--- config.mk ---
export PLATFORM = sky130hd
export DESIGN_NAME = pll_program_and_lock_control
export DESIGN_NICKNAME = d
export VERILOG_FILES = /design/src/verilog/pll_program_and_lock_control.v
export VERILOG_INCLUDE_DIRS = /design/src /design/src/verilog
export SDC_FILE = /design/constraint.sdc
export NUM_CORES = 1
export LEC_CHECK = 0
export BUFFER_PORTS_ARGS = -buffer_cell sky130_fd_sc_hd__buf_2
export CAP_MARGIN = 10
export CORE_MARGIN = 2
export CORE_UTILIZATION = 44
export CTS_BUF_LIST = sky130_fd_sc_hd__clkbuf_4
export DETAILED_ROUTE_END_ITERATION = 8
export PLACE_DENSITY = 0.83
export SETUP_SLACK_MARGIN = 0.15
export SYNTH_ARGS = -nofsm -noshare
export SYNTH_HDL_FRONTEND = slang
export SYNTH_SLANG_ARGS = --single-unit
--- constraint.sdc ---
create_clock -name aclk -period 1.55 [get_ports aclk]
set_input_delay 0.3875 -clock aclk [delete_from_list [all_inputs] [get_ports aclk]]
set_output_delay 0.3875 -clock aclk [all_outputs]
set_load 0.01 [all_outputs]
--- src/verilog/pll_ctrl_regs.vh ---
// Register map, field positions, reset values and timing counts of the loop controller
`ifndef PLL_CTRL_REGS_VH
`define PLL_CTRL_REGS_VH

// ****************************************
// Bus geometry
// ****************************************
`define AXI_AW            5
`define AXI_DW            32
`define RESP_OKAY         2'h0
`define RESP_SLVERR       2'h2

// ****************************************
// Register byte offsets
// ****************************************
`define OFS_CTRL          5'h00
`define OFS_BW            5'h04
`define OFS_PROG          5'h08
`define OFS_STAT          5'h0c

// ****************************************
// Control register fields
// ****************************************
`define CTRL_IE           7
`define CTRL_FLAG         6
`define CTRL_PWR          5
`define CTRL_BCS          4
`define CTRL_UNUSED       4'hf

// ****************************************
// Bandwidth register fields
// ****************************************
`define BW_AUTO           7
`define BW_LOCK           6
`define BW_TRACK          5

// ****************************************
// Programming register fields and reset values
// ****************************************
`define PROG_MUL_HI       7
`define PROG_MUL_LO       4
`define PROG_VRS_HI       3
`define PROG_VRS_LO       0
`define MUL_RESET         4'h6
`define VRS_RESET         4'h6
`define MUL_ZERO          4'h0
`define MUL_ONE           4'h1

// ****************************************
// Base clock switch
// ****************************************
`define SW_EDGES          2'h3
`define SW_RUN            2'h0
`define SW_OLD            2'h1
`define SW_NEW            2'h2

`endif

--- src/verilog/pll_program_and_lock_control.v ---
// Loop programming, lock flag and glitch-free base clock switch with AXI4-Lite registers
//
// Decided for this implementation: the register offsets and the AXI4-Lite slave port.
`timescale 1ns/1ps
`default_nettype none
`include "pll_ctrl_regs.vh"

// Contract
// - Multiplier field codes one to fifteen give N equal to the code.
// - Multiplier code zero behaves exactly as code one.
// - Reset loads multiplier field with six.
// - Multiplier writes ignored while loop power-on is set.
// - Range field sets multiplier L; writes ignored while loop power-on is set.
// - Reset loads range field with six.
// - Range zero disables the loop and clears base select.
// - Range zero refuses setting base select to the VCO clock.
// - In automatic mode every lock change sets the lock-change flag.
// - Interrupt raised on lock change only when lock interrupt enable set.
// - Automatic mode off suppresses interrupts; flag reads zero.
// - VCO clock selectable without lock check; software confirms lock first.
// - Wait mode leaves loop and base-clock settings running unchanged.
// - Stop disables generator; crystal, base clock and interrupt held low.
// - Stop clears base select; after recovery crystal half-rate drives output.
// - Break with flag-clear enabled: control reads clear flag, stays cleared.
// - Break with flag-clear disabled: control accesses leave flag unchanged.
// - Automatic mode: acquisition end shown by tracking indicator set.
// - Automatic mode: lock time end shown by lock indicator set.
// - Any control register read clears the flag outside protected break; a lock change in the read cycle sets it instead.
// - Base select cannot be set while loop power-on is clear.

module pll_program_and_lock_control (
   // Clock and reset
   input  wire                 aclk,
   input  wire                 aresetn,
   // AXI4-Lite write address
   input  wire [`AXI_AW-1:0]   s_axi_awaddr,
   input  wire                 s_axi_awvalid,
   output wire                 s_axi_awready,
   // AXI4-Lite write data
   input  wire [`AXI_DW-1:0]   s_axi_wdata,
   input  wire [3:0]           s_axi_wstrb,
   input  wire                 s_axi_wvalid,
   output wire                 s_axi_wready,
   // AXI4-Lite write response
   output wire [1:0]           s_axi_bresp,
   output wire                 s_axi_bvalid,
   input  wire                 s_axi_bready,
   // AXI4-Lite read address
   input  wire [`AXI_AW-1:0]   s_axi_araddr,
   input  wire                 s_axi_arvalid,
   output wire                 s_axi_arready,
   // AXI4-Lite read data
   output wire [`AXI_DW-1:0]   s_axi_rdata,
   output wire [1:0]           s_axi_rresp,
   output wire                 s_axi_rvalid,
   input  wire                 s_axi_rready,
   // Analog loop status and source clocks
   input  wire                 lock_in,
   input  wire                 tracking_in,
   input  wire                 crystal_clock,
   input  wire                 vco_clock,
   // System mode inputs
   input  wire                 stop_mode,
   input  wire                 wait_mode,
   input  wire                 debug_break,
   input  wire                 break_flag_clear_enable,
   // Loop configuration outputs
   output wire                 loop_power_on,
   output wire                 auto_mode,
   output wire                 manual_tracking,
   output wire [3:0]           feedback_multiplier_n,
   output wire [3:0]           vco_range_l,
   // Clock and interrupt outputs
   output wire                 crystal_clock_out,
   output wire                 base_clock_out,
   output wire                 vco_selected,
   output wire                 lock_irq_request
);

   // ****************************************
   // Declarations
   // ****************************************
   reg                awready_r;
   reg                wready_r;
   reg                bvalid_r;
   reg  [1:0]         bresp_r;
   reg                aw_held_r;
   reg                w_held_r;
   reg  [`AXI_AW-1:0] awaddr_r;
   reg  [7:0]         wdata_r;
   reg                wstrb0_r;
   reg                arready_r;
   reg                rvalid_r;
   reg  [`AXI_DW-1:0] rdata_r;
   reg  [1:0]         rresp_r;

   reg                lock_irq_enable_r;
   reg                lock_change_flag_r;
   reg                loop_power_on_r;
   reg                base_clock_source_sel_r;
   reg                auto_r;
   reg                acq_manual_r;
   reg  [3:0]         feedback_multiplier_sel_r;
   reg  [3:0]         vco_range_sel_r;
   reg  [3:0]         mult_n_r;
   reg                lock_prev_r;
   reg                irq_r;
   reg                xclk_prev_r;
   reg                vclk_prev_r;
   reg                xclk_out_r;
   reg                base_out_r;
   reg                sel_act_r;
   reg  [1:0]         sw_state_r;
   reg  [1:0]         sw_cnt_r;

   reg  [7:0]         rd_byte;
   reg                rd_hit;

   wire aw_hs  = s_axi_awvalid & awready_r;
   wire w_hs   = s_axi_wvalid & wready_r;
   wire b_hs   = bvalid_r & s_axi_bready;
   wire ar_hs  = s_axi_arvalid & arready_r;
   wire r_hs   = rvalid_r & s_axi_rready;
   wire wr_go  = aw_held_r & w_held_r & ~bvalid_r;
   wire wr_hit = (awaddr_r[4:2] == `OFS_CTRL >> 2) | (awaddr_r[4:2] == `OFS_BW >> 2)
               | (awaddr_r[4:2] == `OFS_PROG >> 2) | (awaddr_r[4:2] == `OFS_STAT >> 2);
   wire wr_en  = wr_go & wstrb0_r;
   wire wr_ctrl = wr_en & (awaddr_r[4:2] == `OFS_CTRL >> 2);
   wire wr_bw   = wr_en & (awaddr_r[4:2] == `OFS_BW >> 2);
   wire wr_prog = wr_en & (awaddr_r[4:2] == `OFS_PROG >> 2);
   wire rd_ctrl = ar_hs & (s_axi_araddr[4:2] == `OFS_CTRL >> 2);

   wire range_zero = (vco_range_sel_r == `MUL_ZERO);
   wire lock_chg   = auto_r & (lock_in ^ lock_prev_r);
   // Flag is protected only during a break with flag clearing disabled
   wire clr_ok     = ~(debug_break & ~break_flag_clear_enable);
   wire x_rise     = crystal_clock & ~xclk_prev_r;
   // The VCO only runs while the loop is powered
   wire vclk_en    = vco_clock & loop_power_on_r;
   wire v_rise     = vclk_en & ~vclk_prev_r;
   wire old_rise   = sel_act_r ? v_rise : x_rise;
   wire new_rise   = base_clock_source_sel_r ? v_rise : x_rise;
   wire sw_busy    = (sw_state_r != `SW_RUN);

   // ****************************************
   // AXI4-Lite write channel
   // ****************************************
   always @(posedge aclk) begin
      if (!aresetn) begin
         awready_r <= 1'b1;
         wready_r  <= 1'b1;
         bvalid_r  <= 1'b0;
         bresp_r   <= `RESP_OKAY;
         aw_held_r <= 1'b0;
         w_held_r  <= 1'b0;
         awaddr_r  <= {`AXI_AW{1'b0}};
         wdata_r   <= 8'h00;
         wstrb0_r  <= 1'b0;
      end else begin
         if (aw_hs) begin
            awaddr_r  <= s_axi_awaddr;
            aw_held_r <= 1'b1;
            awready_r <= 1'b0;
         end
         if (w_hs) begin
            wdata_r  <= s_axi_wdata[7:0];
            wstrb0_r <= s_axi_wstrb[0];
            w_held_r <= 1'b1;
            wready_r <= 1'b0;
         end
         if (wr_go) begin
            bvalid_r <= 1'b1;
            bresp_r  <= wr_hit ? `RESP_OKAY : `RESP_SLVERR;
         end
         if (b_hs) begin
            bvalid_r  <= 1'b0;
            aw_held_r <= 1'b0;
            w_held_r  <= 1'b0;
            awready_r <= 1'b1;
            wready_r  <= 1'b1;
         end
      end
   end

   // ****************************************
   // AXI4-Lite read channel
   // ****************************************
   always @* begin
      rd_hit  = 1'b1;
      rd_byte = 8'h00;
      case (s_axi_araddr[4:2])
         `OFS_CTRL >> 2: begin
            // Enable and flag read as zero outside automatic mode
            rd_byte = {lock_irq_enable_r & auto_r,
                       lock_change_flag_r & auto_r,
                       loop_power_on_r, base_clock_source_sel_r, `CTRL_UNUSED};
         end
         `OFS_BW >> 2: begin
            rd_byte = {auto_r,
                       lock_in & auto_r,
                       auto_r ? tracking_in : acq_manual_r,
                       5'h00};
         end
         `OFS_PROG >> 2: begin
            rd_byte = {feedback_multiplier_sel_r, vco_range_sel_r};
         end
         `OFS_STAT >> 2: begin
            rd_byte = {sw_busy, sel_act_r, 2'h0, mult_n_r};
         end
         default: begin
            rd_hit = 1'b0;
         end
      endcase
   end

   always @(posedge aclk) begin
      if (!aresetn) begin
         arready_r <= 1'b1;
         rvalid_r  <= 1'b0;
         rdata_r   <= {`AXI_DW{1'b0}};
         rresp_r   <= `RESP_OKAY;
      end else begin
         if (ar_hs) begin
            arready_r <= 1'b0;
            rvalid_r  <= 1'b1;
            rdata_r   <= {24'h000000, rd_byte};
            rresp_r   <= rd_hit ? `RESP_OKAY : `RESP_SLVERR;
         end
         if (r_hs) begin
            rvalid_r  <= 1'b0;
            arready_r <= 1'b1;
         end
      end
   end

   // ****************************************
   // Control, bandwidth and programming state
   // ****************************************
   // Wait mode is deliberately not an input to any of this state
   always @(posedge aclk) begin
      if (!aresetn) begin
         lock_irq_enable_r         <= 1'b0;
         loop_power_on_r           <= 1'b1;
         base_clock_source_sel_r   <= 1'b0;
         auto_r                    <= 1'b0;
         acq_manual_r              <= 1'b0;
         feedback_multiplier_sel_r <= `MUL_RESET;
         vco_range_sel_r           <= `VRS_RESET;
      end else begin
         if (wr_ctrl) begin
            if (auto_r)
               lock_irq_enable_r <= wdata_r[`CTRL_IE];
            // Power cannot drop while base select is set
            if (!base_clock_source_sel_r)
               loop_power_on_r <= wdata_r[`CTRL_PWR];
            // Gating on the old power bit means selecting from off takes two writes
            if (!wdata_r[`CTRL_BCS])
               base_clock_source_sel_r <= 1'b0;
            else if (loop_power_on_r & ~range_zero)
               base_clock_source_sel_r <= 1'b1;
         end
         if (wr_bw) begin
            auto_r <= wdata_r[`BW_AUTO];
            // Manual value kept aside while automatic mode runs
            if (!auto_r)
               acq_manual_r <= wdata_r[`BW_TRACK];
         end
         if (wr_prog & ~loop_power_on_r) begin
            feedback_multiplier_sel_r <= wdata_r[`PROG_MUL_HI:`PROG_MUL_LO];
            vco_range_sel_r           <= wdata_r[`PROG_VRS_HI:`PROG_VRS_LO];
         end
         if (range_zero) begin
            loop_power_on_r         <= 1'b0;
            base_clock_source_sel_r <= 1'b0;
         end
         if (stop_mode)
            base_clock_source_sel_r <= 1'b0;
      end
   end

   // Effective feedback divide ratio
   always @(posedge aclk) begin
      if (!aresetn)
         mult_n_r <= `MUL_RESET;
      else if (feedback_multiplier_sel_r == `MUL_ZERO)
         mult_n_r <= `MUL_ONE;
      else
         mult_n_r <= feedback_multiplier_sel_r;
   end

   // ****************************************
   // Lock-change flag and interrupt
   // ****************************************
   always @(posedge aclk) begin
      if (!aresetn) begin
         lock_prev_r        <= 1'b0;
         lock_change_flag_r <= 1'b0;
         irq_r              <= 1'b0;
      end else begin
         lock_prev_r <= lock_in;
         // A change in the read cycle wins over the clear
         if (lock_chg)
            lock_change_flag_r <= 1'b1;
         else if (rd_ctrl & clr_ok)
            lock_change_flag_r <= 1'b0;
         irq_r <= lock_change_flag_r & lock_irq_enable_r & auto_r & ~stop_mode;
      end
   end

   // ****************************************
   // Glitch-free base clock switch
   // ****************************************
   // Source clocks are sampled, so they must be well below half of aclk
   always @(posedge aclk) begin
      if (!aresetn) begin
         xclk_prev_r <= 1'b0;
         vclk_prev_r <= 1'b0;
         xclk_out_r  <= 1'b0;
         base_out_r  <= 1'b0;
         sel_act_r   <= 1'b0;
         sw_state_r  <= `SW_RUN;
         sw_cnt_r    <= 2'h0;
      end else begin
         xclk_prev_r <= crystal_clock;
         vclk_prev_r <= vclk_en;
         xclk_out_r  <= crystal_clock & ~stop_mode;
         if (stop_mode) begin
            // Everything is parked low, so dropping the VCO here cannot glitch
            base_out_r <= 1'b0;
            sel_act_r  <= 1'b0;
            sw_state_r <= `SW_RUN;
            sw_cnt_r   <= 2'h0;
         end else begin
            case (sw_state_r)
               `SW_RUN: begin
                  if (base_clock_source_sel_r != sel_act_r) begin
                     sw_state_r <= `SW_OLD;
                     sw_cnt_r   <= 2'h0;
                  end else if (old_rise) begin
                     base_out_r <= ~base_out_r;
                  end
               end
               `SW_OLD: begin
                  // Output held in stasis; a dead VCO is not waited for
                  if (sel_act_r & ~loop_power_on_r) begin
                     sw_state_r <= `SW_NEW;
                     sw_cnt_r   <= 2'h0;
                  end else if (old_rise) begin
                     if (sw_cnt_r == `SW_EDGES - 2'h1) begin
                        sw_state_r <= `SW_NEW;
                        sw_cnt_r   <= 2'h0;
                     end else begin
                        sw_cnt_r <= sw_cnt_r + 2'h1;
                     end
                  end
               end
               `SW_NEW: begin
                  if (new_rise) begin
                     if (sw_cnt_r == `SW_EDGES - 2'h1) begin
                        sel_act_r  <= base_clock_source_sel_r;
                        sw_state_r <= `SW_RUN;
                        sw_cnt_r   <= 2'h0;
                     end else begin
                        sw_cnt_r <= sw_cnt_r + 2'h1;
                     end
                  end
               end
               default: begin
                  sw_state_r <= `SW_RUN;
                  sw_cnt_r   <= 2'h0;
               end
            endcase
         end
      end
   end

   // ****************************************
   // Outputs
   // ****************************************
   assign s_axi_awready         = awready_r;
   assign s_axi_wready          = wready_r;
   assign s_axi_bresp           = bresp_r;
   assign s_axi_bvalid          = bvalid_r;
   assign s_axi_arready         = arready_r;
   assign s_axi_rdata           = rdata_r;
   assign s_axi_rresp           = rresp_r;
   assign s_axi_rvalid          = rvalid_r;
   assign loop_power_on         = loop_power_on_r;
   assign auto_mode             = auto_r;
   assign manual_tracking       = acq_manual_r;
   assign feedback_multiplier_n = mult_n_r;
   assign vco_range_l           = vco_range_sel_r;
   assign crystal_clock_out     = xclk_out_r;
   assign base_clock_out        = base_out_r;
   assign vco_selected          = sel_act_r;
   assign lock_irq_request      = irq_r;
endmodule // pll_program_and_lock_control
`default_nettype wire

==> metrics <==
delay-heaviest family, CP simple AND/OR/NAND/NOR gates; crit path time final 1.47 ns; via count 2240; synth top area cells dfxtp_1 42%, mux2i_1 7.7%, buf_4 7.4%; # fillers 541; Non-Filler Instances 456; port bufs 58; Tightest Hold Check Type primary input to flop; WS Path Type flop to flop; Initial Utilization 0.459; Crit path arrival time 1.78 ns; quantity of hold-fixing buffers added after cts 0; chip height 82.8 microns; DRT iter0 DRCs 111; # setup viols final 0; number of global-route vias before repair 2170; share of post-route cells with drive strength above 1 0.341; Top FF cell, synth dfxtp_1; CP max stage cell or4_4; residual DRC count 0; switching part of the total 0.259; CTS tree done; largest net degree at the start of global routing 47; clock sink total 58; Rows 28; YS warnings 0; sequential area share after synthesis 0.425; CTS Buf Count 9; final period utilization 0.951; Seq pwr share 0.503; final hold violation count 0; Yosys cell types 47; asr flop ratio synth 0; Setup Skew 0.0101 ns; number of synthesized flops with an enable pin 0; crit path buf inv count 0; Final Wtd Congestion 0.796; IO Pins 117; setup tns final 0 ns; Slew Limit Fails 0; htree depth 3; total gr overflow 0; RSZ-0062 raised after global routing yes; initial antenna violation count 0; ANT nets after route 0; first-pass GRT wire length 9800 microns; number of max-cap violations 0; clock slew seen by the registers of the worst setup and hold paths 0.11 ns; clock root buffer clkbuf_4; Area Overhead vs Synth 24.8%; Clk pwr share 0.399; die width 82.8 microns; slowest stage delay, CP 0.58 ns; PD cells 913 nW/um^2; post-DR vias/cell 4.91; critical path required time 1.86 ns; number of iterations in the first detailed-routing pass 4; Max Freq 678 MHz; clk_lat worst skew 0.41 ns; GRT Total Usage 0.176; Post-Syn Area per Cell 8.94 sq um; ANT cells 0; CP Max Fanout 8; Yosys reg bits 58; crit end category flop; WL per Instance 13.2 microns; Internal 2.31 mW; Setup crit start kind flop; Syn Inst Count 306; placed cells 430; Comb pwr share 0.098; P_sw 0.807 mW; peak supply drop 629 uV; Net count, final 440; Core ar. 5960 sq um; Die ar. 6860 sq um; cell-by-cell trace of the critical path nand2b_4, or4_4, mux2i_1, nor2b_1; synthesized area 2740 sq um; CTS Buffer Depth 2; post-synth top area cell dfxtp_1; Static Leak 1.52 nW; total power 3.12 mW; Post-DP HPWL 4220 microns; final wirelength 6000 microns; status finished clean; share of the synthesized area in the top cell type 0.425
[placed cells by master (no fill, tap or decap), types with 9 or more instances in the layout]
master	n
buf_2	58
dfxtp_1	44
nand2_1	42
conb_1	26
mux2i_1	21
nor2b_1	20
buf_4	15
a21boi_0	14
nand3_1	12
o21ai_0	9
nor2_1	9
clkbuf_4	9
[cell families after synthesis]
family / Yosys count / share of synthesized area
simple gates: 116 / 0.226
mux: 22 / 0.0810
flops: 58 / 0.425
fa+ha+maj: 3 / 0.0137
compound gates: 53 / 0.138
other cells: 1 / 0.00137
xor+xnor: 3 / 0.00961
buf+inv: 50 / 0.106
[flip-flops by register name, indices dropped and copies added (netlist names), 2 cells and up]
register,count
s_axi_rdata,8
sw_state_r,2
sw_cnt_r,2
feedback_multiplier_sel_r,4
awaddr_r,3
feedback_multiplier_n,4
wdata_r,8
vco_range_l,4
[area by class of cell]
class / instances / area [sq um] / share of cell area
Sequential cell: 58 / 1190 / 0.350
Multi-Input combinational cell: 223 / 1500 / 0.439
Clock inverter: 7 / 93.8 / 0.0275
Inverter: 10 / 42.5 / 0.0125
Clock buffer: 9 / 67.6 / 0.0198
Tap cell: 75 / 93.8 / 0.0275
Timing Repair Buffer: 74 / 423 / 0.124
[synth_stat cells (2+ instances only)]
library cell and instances:
dfxtp_1 58, nand2_1 42, buf_4 27, nor2b_1 22, mux2i_1 21, a21boi_0 14, clkbuf_1 13, nand3_1 12
nor2_1 11, inv_1 10, o21ai_0 10, nand2b_1 8, and2_1 7, a21oi_1 6, a22oi_1 6, ha_1 3
a41o_1 2, nor3b_1 2, nor4_1 2, o22ai_1 2, xor2_1 2
[power by group through the flow]
| stage | Clock [mW] | Sequential (mW) | Combinational (mW) |
|---|---|---|---|
| after global placement | 0 | 1.60 | 0.276 |
| after global routing | 1.33 | 1.58 | 0.340 |
| final | 1.24 | 1.57 | 0.304 |
| after detailed placement | 0 | 1.61 | 0.282 |
| after CTS | 1.26 | 1.57 | 0.293 |
| after floorplan | 0 | 1.61 | 0.220 |
[path summary, 6_finish.rpt]
check	cells past startpoint	to	from	slack [ns]
max	4	vco_range_l[3]	loop_power_on	0.08
min	2	crystal_clock_out	stop_mode	0.15
max reg2reg	4	vco_range_l[3]	loop_power_on	0.08
min reg2reg	2	lock_irq_request	lock_change_flag_r	0.47
[stage by stage]
step / area [sq um] / setup slack (ns) / util / hold slack, ns
2_1_floorplan: 2850 / 0.0997 / - / 0.434
3_3_place_gp: 3040 / -0.00471 / 0.510 / 0.449
3_5_place_dp: 3040 / -0.0564 / 0.510 / 0.457
4_1_cts: 3290 / 0.0869 / 0.552 / 0.135
5_1_grt: 3410 / -0.0206 / 0.573 / 0.139
6_report: 3410 / 0.0762 / 0.573 / 0.155
[layer usage]
layer  GRT usage  part of all wire  up-vias
met4      0.0864             0.024        0
met3      0.0577             0.054       14
met5           0                 0        -
met2       0.279              0.48       73
met1       0.215              0.44     1010
li1            -                 -     1143
[timing repair]
item                                    CTS  global route
endpoints found under the setup margin   16            22
pin swaps                                 5             6
resized for setup                        20            27
buffers inserted                          5             5
Note: power is estimated with default switching activity, not from simulation.
